==> src/include/fuse_check_defs.svh <==
`ifndef FUSE_CHECK_DEFS_SVH
`define FUSE_CHECK_DEFS_SVH

// Rising edges on the mode pin that end the check window
`define FUSE_CHECK_EXIT_EDGES   2'h2
`define FUSE_CHECK_CNT_RESET    2'h0
// Idle level of the mode pin, held up by its pull-up
`define FUSE_TMS_IDLE           1'h1
// Clocks after reset before the synchronised pin level is real
`define FUSE_SETTLE_CYCLES      2'h2
`define FUSE_SETTLE_RESET       2'h0

`endif

==> src/include/fuse_check_pkg.sv <==
package fuse_check_pkg;

    typedef enum logic [1:0] {
        armed,
        active,
        spent
    } fuse_mode_e;

    typedef struct packed {
        logic [1:0] settle_cnt;
        logic       tms_prev;
        logic       first_seen;
        logic [1:0] rise_cnt;
        fuse_mode_e mode;
        logic       sink_en;
        logic       fuse_mode;
        logic       bypass;
    } fuse_state_s;

endpackage

==> src/logic/fuse_check.sv <==
// What this block does
// RQ1: After every power-on reset the first test port access may open a fuse continuity check.
// RQ2: The first falling edge on the mode pin after power-up activates the check mode.
// RQ3: A mode pin already low when reset releases activates the check mode without an edge.
// RQ4: The second rising edge on the mode pin ends the check mode.
// RQ5: Once ended, the check mode stays off whatever the mode pin does until the next power-on reset.
// RQ6: The continuity check current path from the data-in pin to ground is on only while active and the pin is low.
// RQ7: The outside controller keeps the mode pin high by default to avoid the extra current and false activation.
// RQ8: With the fuse blown, all test port access is refused and the test logic is forced to bypass.
// RQ9: Rising edges are counted from power-on reset by a counter only that reset clears, and two of them deactivate.
`timescale 1ns/100ps
`include "fuse_check_defs.svh"

// Two-stage synchroniser for a slow level from a pin
module level_sync #(
    parameter logic RESET_LEVEL = 1'h0
) (
    input  wire logic clk,
    input  wire logic reset,
    input  wire logic pin,
    output logic      level
);

    logic [1:0] stage_r;
    logic [1:0] stage_nxt;

    always_comb begin
        stage_nxt = {stage_r[0], pin};
    end

    // Idle level at reset so a freshly released chain shows no false edge
    always_ff @(posedge clk or posedge reset) begin
        if (reset) begin
            stage_r <= {2{RESET_LEVEL}};
        end else begin
            stage_r <= stage_nxt;
        end
    end

    // Only the second stage is read, never the metastable first one
    assign level = stage_r[1];

endmodule

module fuse_check
    import fuse_check_pkg::*;
(
    input  wire logic clk,
    input  wire logic reset,
    input  wire logic tms,
    input  wire logic fuse_blown,
    output logic      continuity_check_current,
    output logic      fuse_check_active,
    output logic      test_bypass
);

    fuse_state_s state_r;
    fuse_state_s state_nxt;
    logic        tms_now;
    logic        fuse_now;
    logic        settled;
    logic        tms_fall;
    logic        tms_rise;

    level_sync #(
        .RESET_LEVEL (`FUSE_TMS_IDLE)
    ) u_tms_sync (
        .clk   (clk),
        .reset (reset),
        .pin   (tms),
        .level (tms_now)
    );

    // Fuse level is static but still crosses in from a pin
    level_sync #(
        .RESET_LEVEL (1'h0)
    ) u_fuse_sync (
        .clk   (clk),
        .reset (reset),
        .pin   (fuse_blown),
        .level (fuse_now)
    );

    assign settled  = (state_r.settle_cnt == `FUSE_SETTLE_CYCLES);
    // Edges count only once the previous sample was a real pin level
    assign tms_fall = state_r.first_seen & state_r.tms_prev & ~tms_now;
    assign tms_rise = state_r.first_seen & ~state_r.tms_prev & tms_now;

    always_comb begin
        state_nxt = state_r;
        state_nxt.tms_prev = tms_now;
        if (!settled) begin
            state_nxt.settle_cnt = state_r.settle_cnt + 2'h1;
        end
        // First settled sample stands in for the level at power-up
        if (settled) begin
            state_nxt.first_seen = 1'h1;
        end
        if (tms_rise && state_r.rise_cnt != `FUSE_CHECK_EXIT_EDGES) begin
            state_nxt.rise_cnt = state_r.rise_cnt + 2'h1; // [RQ9]
        end
        unique case (state_r.mode)
            armed: begin
                if (settled && !state_r.first_seen) begin
                    if (!tms_now) begin
                        state_nxt.mode = active; // [RQ1] [RQ3]
                    end
                end else if (tms_fall) begin
                    state_nxt.mode = active; // [RQ2]
                end
            end
            active: begin
                if (state_nxt.rise_cnt == `FUSE_CHECK_EXIT_EDGES) begin
                    state_nxt.mode = spent; // [RQ4] [RQ9]
                end
            end
            spent: begin
                state_nxt.mode = spent; // [RQ5]
            end
            // Unused code parks in spent so an upset never re-arms the check
            default: begin
                state_nxt.mode = spent;
            end
        endcase
        if (fuse_now) begin
            state_nxt.mode = spent; // [RQ8]
        end
        // Sink follows the same settled pin sample used for the mode
        state_nxt.sink_en   = (state_nxt.mode == active) && !tms_now; // [RQ6]
        state_nxt.fuse_mode = (state_nxt.mode == active);
        state_nxt.bypass    = fuse_now; // [RQ8]
    end

    // Only power-on reset clears the state, never TMS activity
    always_ff @(posedge clk or posedge reset) begin
        if (reset) begin
            state_r.settle_cnt <= `FUSE_SETTLE_RESET;
            state_r.tms_prev   <= `FUSE_TMS_IDLE;
            state_r.first_seen <= 1'b0;
            state_r.rise_cnt   <= `FUSE_CHECK_CNT_RESET; // [RQ5] [RQ9]
            state_r.mode       <= armed;
            state_r.sink_en    <= 1'b0;
            state_r.fuse_mode  <= 1'b0;
            state_r.bypass     <= 1'b0;
        end else begin
            state_r <= state_nxt;
        end
    end

    assign continuity_check_current = state_r.sink_en;
    assign fuse_check_active        = state_r.fuse_mode;
    assign test_bypass              = state_r.bypass;

endmodule

==> config.mk <==
export PLATFORM = sky130hd
export DESIGN_NAME = fuse_check
export DESIGN_NICKNAME = d
export VERILOG_FILES = /design/src/include/fuse_check_pkg.sv /design/src/logic/fuse_check.sv
export VERILOG_INCLUDE_DIRS = /design/src /design/src/include
export SDC_FILE = /design/constraint.sdc
export NUM_CORES = 1
export LEC_CHECK = 0
export CORE_MARGIN = 3
export CORE_UTILIZATION = 27
export DETAILED_ROUTE_END_ITERATION = 10
export DONT_BUFFER_PORTS = 1
export SETUP_SLACK_MARGIN = 0.02
export SLEW_MARGIN = 20
export SYNTH_ARGS = -nofsm -noshare
export SYNTH_HDL_FRONTEND = slang
export SYNTH_SLANG_ARGS = --single-unit
==> constraint.sdc <==
create_clock -name clk -period 1.6 [get_ports clk]
set_input_delay 0.32 -clock clk [delete_from_list [all_inputs] [get_ports clk]]
set_output_delay 0.32 -clock clk [all_outputs]
set_load 0.02 [all_outputs]
# After elaboration in Yosys (flattened, before gate mapping)
# Index checks and enable logic that the tools add are counted.
# W data, S select, Z words.
[word_totals] rom_bits=0 input_bits=4 mem_count=0 latch_bits=0 mem_bits_rw=0 reg_bits=15 output_inout_bits=3
[classes] reduce_logical=6 bitwise_logic=6 n_lt_le_gt_ge=0 mux=7 shifts=0 multipliers=0 eq_ne=5 div=0 n_addsub=2
[op_table] op="$mux W2" n=6
[op_table] op="$add A2 B1 Y2 const B" n=2
[op_table] op="$and A1 B1 Y1" n=4
[op_table] op="$eq A2 B1 Y1 const B" n=2
[op_table] op="$eq A2 B2 Y1 const B" n=2
[op_table] op="$pmux W2 S2" n=1
[op_table] op="$logic_and A1 B1 Y1" n=3
[op_table] op="$logic_not A1 Y1" n=2
[op_table] op="$logic_not A2 Y1" n=1
[op_table] op="$ne A2 B2 Y1 const B" n=1
[op_table] op="$not A1 Y1" n=2

# Depth between registers and ports, before layout
[logic_depth] word_depth=11 mapped_depth=6 depth_no_buf=5

# Modules after synthesis
# From an unflattened synthesis, not the netlist that was laid out.
[hier_totals] hier_cells=42 hier_area_um2=560.5
[modules_own_cells] mod="fuse_check" n_inst=1 area_per_inst_um2=450.4 cells_per_inst=36 seq_area_each_um2=276.5
[modules_own_cells] mod="level_sync (u_tms_sync)" n_inst=1 area_per_inst_um2=56.3 cells_per_inst=3 seq_area_each_um2=52.6
[modules_own_cells] mod="level_sync (u_fuse_sync)" n_inst=1 area_per_inst_um2=53.8 cells_per_inst=3 seq_area_each_um2=50.0

# Least setup slack after synthesis
# OpenSTA, ideal clock, no wires.
[synth_path] kind="reg-to-reg" startpoint="register state_r[5] (netlist bit)" endpoint="register state_r, in the netlist continuity_check_current" n_path_buf=1 setup_time_ps=111 stages_incl_launch_ff=7 setup_slack_ps=147 t_required_ps=1489 synth_period_minus_slack_ps=1453 arrival_time_ps=1342 cell_sequence="dfrtp_1 inv_1 ha_1 and4bb_1 buf_6 mux2i_1 a2111oi_2"
[synth_lines] element="start, declared" line="fuse_check.sv:57" source="fuse_state_s state_r;"
[synth_lines] element="start signal, assigned" line="fuse_check.sv:146" source="state_r <= state_nxt;"

==> impl_metrics.csv <==
group,metric,value,unit
global_routing,grt_antenna_before_repair,0,
detailed_routing,ant_nets,0,
timing,skew,0.004323,ns
detailed_routing,drc,0,
placed_design,hpwl,577,microns
final_layout,diodes,0,
setup_path,slowest_stage,"dfrtp_1",
setup_path,critPathArrivalTime,1.67,ns
power,p_leak,0.2937,nW
detailed_routing,first_iter_violations,0,
timing,finalCritPeriodShare,94.60,%
detailed_routing,finalWirelength,769,microns
power,p_int,0.5926,mW
clock_network,cts_buffers,3,
setup_path,crit_buf_inv,1,
timing,fin_crit,1.514,ns
setup_path,worstPathMaxFanout,3,
floorplanning,die_w,52.82,microns
min_path,whs_path_depth,0,
final_layout,layout-drive-gt1-share,30.61,%
timing,fmax,660.7,MHz
global_routing,grt_pass1_wl,1331,microns
floorplanning,core_region_area,2022,sq um
power,power_density,1190,nW/um^2
logic_synthesis,yosysSeqAreaShare,64.06,%
logic_synthesis,synth.yosys.warnings,0,
min_path,hold_class,"in2reg",
timing,finalSetupTns,0,ns
logic_synthesis,ys_types,20,
global_routing,overflow,0,
clock_network,root_buffer,"clkbuf_4",
setup_path,cp-start-kind,"flop",
clock_network,clk_latency,0.28,ns
logic_synthesis,synth_area_per_cell,14.09,sq um
power,p_comb_share,20.6,%
setup_path,crit_type,"reg2reg",
detailed_routing,wl_per_cell,10.12,microns
clock_network,post-cts-setup-buffers,0,
final_layout,nets,56,
setup_path,worstReg2RegEnd,"continuity_check_current",
setup_path,reg2reg_depth,5,
floorplanning,start_util,29.27,%
detailed_routing,dr.pass1.iters,1,
global_routing,grt_pass1_vias,319,
power,clkPwrFrac,25.3,%
power,p_switching,0.2236,mW
setup_path,required,1.76,ns
timing,rsz0062_at_grt,"yes",
floorplanning,rows,16,
clock_network,cts.sinks,15,
timing,worstMarginPinSlew,0.5373,ns
min_path,hold_end,"u_fuse_sync.stage_r[0]",
clock_network,clk_pin_slew_worst_paths,0.09,ns
power,switching_share,27.39,%
clock_network,cts_tree,"yes",
setup_path,max_stage_delay,0.40,ns
clock_network,htree_levels,1,
setup_path,rrSetupSlack,0.09,ns
clock_network,clock_path_buffers,2,
run,maxCapViolCount,0,
floorplanning,floorplan.die_area,2789,sq um
placed_design,io_buffers,0,
global_routing,grt_max_degree,16,
setup_path,crit_family,"flip-flops",
timing,finalMaxSlewViolations,0,
setup_path,crit_chain,"inv_2 > ha_2 > or2b_2 > mux2i_1 > a2111oi_2",
final_layout,final_common_cell,"dfrtp_1",
timing,finalHoldViolCount,0,
detailed_routing,vias_per_cell,4.316,
final_layout,mostFrequentLayoutCells,"12 x dfrtp_1, 4 x inv_1, 3 x mux2i_1, 3 x clkbuf_4, 3 x dfstp_2",
setup_path,end_kind,"flop",
detailed_routing,vias,328,
logic_synthesis,ys_seq_elements,15,
final_layout,syn2layout_area_growth,15.86,%
placed_design,gp_congestion,0.7096,
logic_synthesis,synthesis.area,591.8,sq um
power,seq_power_share,54.1,%
logic_synthesis,syn_inst,42,
run_status,status,"finished clean",
logic_synthesis,syn_nets,48,
global_routing,grt_usage,6.607,%
floorplanning,die_h,52.82,microns
min_path,hold_path_startpoint,"fuse_blown",
power,vdd_drop_max,0.7886,mV
floorplanning,ios,7,
setup_path,regToRegStartpoint,"state_r[5]",
timing,finalSetupViolCount,0,
timing,relSlewSlack,64.14,%
power,power.total,0.8162,mW
cells by family (layout without fill, tap and decap cells):
family	Yosys count	in the layout	synth area share, %
compound gates	6	6	9.091
xor+xnor	2	2	2.960
fa+ha+maj	2	2	4.228
buf+inv	6	13	5.074
flops	15	15	64.06
mux	3	3	5.074
simple gates	8	8	9.515
through the flow:
step	setup slack (ns)	cell area (sq um)	util [%]	hold WS [ns]	instances
after floorplan	0.1468	591.8	-	0.2193	42
after global placement	0.1197	629.4	31.13	0.2791	70
after detailed placement	0.09207	629.4	31.13	0.2810	70
after CTS	0.06634	666.9	32.98	0.01779	75
after global routing	0.01820	685.7	33.91	0.03115	76
final	0.08648	685.7	33.91	0.05990	76
synthesized netlist by cell type:
| cell | number | area [sq um] |
|---|---|---|
| or2b_2 | 1 | 8.760 |
| nor2_1 | 1 | 3.750 |
| inv_1 | 5 | 18.77 |
| nand3_1 | 1 | 5.000 |
| a2111oi_2 | 1 | 15.01 |
| a21o_1 | 1 | 7.510 |
| and4bb_1 | 1 | 12.51 |
| mux2i_1 | 3 | 30.03 |
| nand3b_1 | 1 | 7.510 |
| ha_1 | 2 | 25.02 |
| dfstp_2 | 3 | 78.83 |
| nand2b_1 | 1 | 6.260 |
| a211o_1 | 1 | 8.760 |
| a311oi_1 | 2 | 17.52 |
| a21oi_1 | 1 | 5.000 |
| xnor2_1 | 2 | 17.52 |
| buf_6 | 1 | 11.26 |
| or2_2 | 1 | 6.260 |
| or3_1 | 1 | 6.260 |
| dfrtp_1 | 12 | 300.3 |
final cells by class:
class	instances	area, sq um
inverter	5	18.77
fill	202	1336
clock buffer	3	22.52
multi-input combinational	21	191.4
tap	27	33.78
sequential	15	379.1
clock inverter	1	5.005
timing repair buffer	4	35.03
power groups by stage:
stage | clock network [mW] | logic (mW) | registers [mW]
final | 0.206 | 0.168 | 0.441
after global routing | 0.243 | 0.192 | 0.447
after global placement | 0 | 0.155 | 0.443
after CTS | 0.217 | 0.164 | 0.439
after floorplan | 0 | 0.138 | 0.441
after detailed placement | 0 | 0.162 | 0.446
worst max path at each step:
stage | from | endpoint | cells past startpoint
finish | state_r[5] | continuity_check_current | 5
detailed placement | state_r[5] | continuity_check_current | 5
CTS | state_r[5] | continuity_check_current | 5
global placement | state_r[5] | continuity_check_current | 5
global route | state_r[5] | continuity_check_current | 5
floorplan | state_r[5] | continuity_check_current | 6
state kept, by name (all words and copies together) (netlist names):
name / count
state_r: 8
u_fuse_sync.stage_r: 2
u_tms_sync.stage_r: 2
continuity_check_current: 1
fuse_check_active: 1
test_bypass: 1
layer usage:
layer | global-route usage (%) | part of all wire, % | wire (microns) | vias to the layer above
li1 | - | - | - | 160
met4 | 0 | 0 | 0 | 0
met1 | 8.979 | 46 | 356 | 158
met5 | 0 | 0 | 0 | -
met2 | 9.298 | 46 | 352 | 10
met3 | 4.274 | 7.8 | 60 | 0
timing repair:
item	4_1_cts	5_1_grt
hold buffers	1	1
setup endpoints to repair	0	3
gates resized for setup	0	3
hold endpoints to repair	12	1
Note: power is estimated with default switching activity, not from simulation.
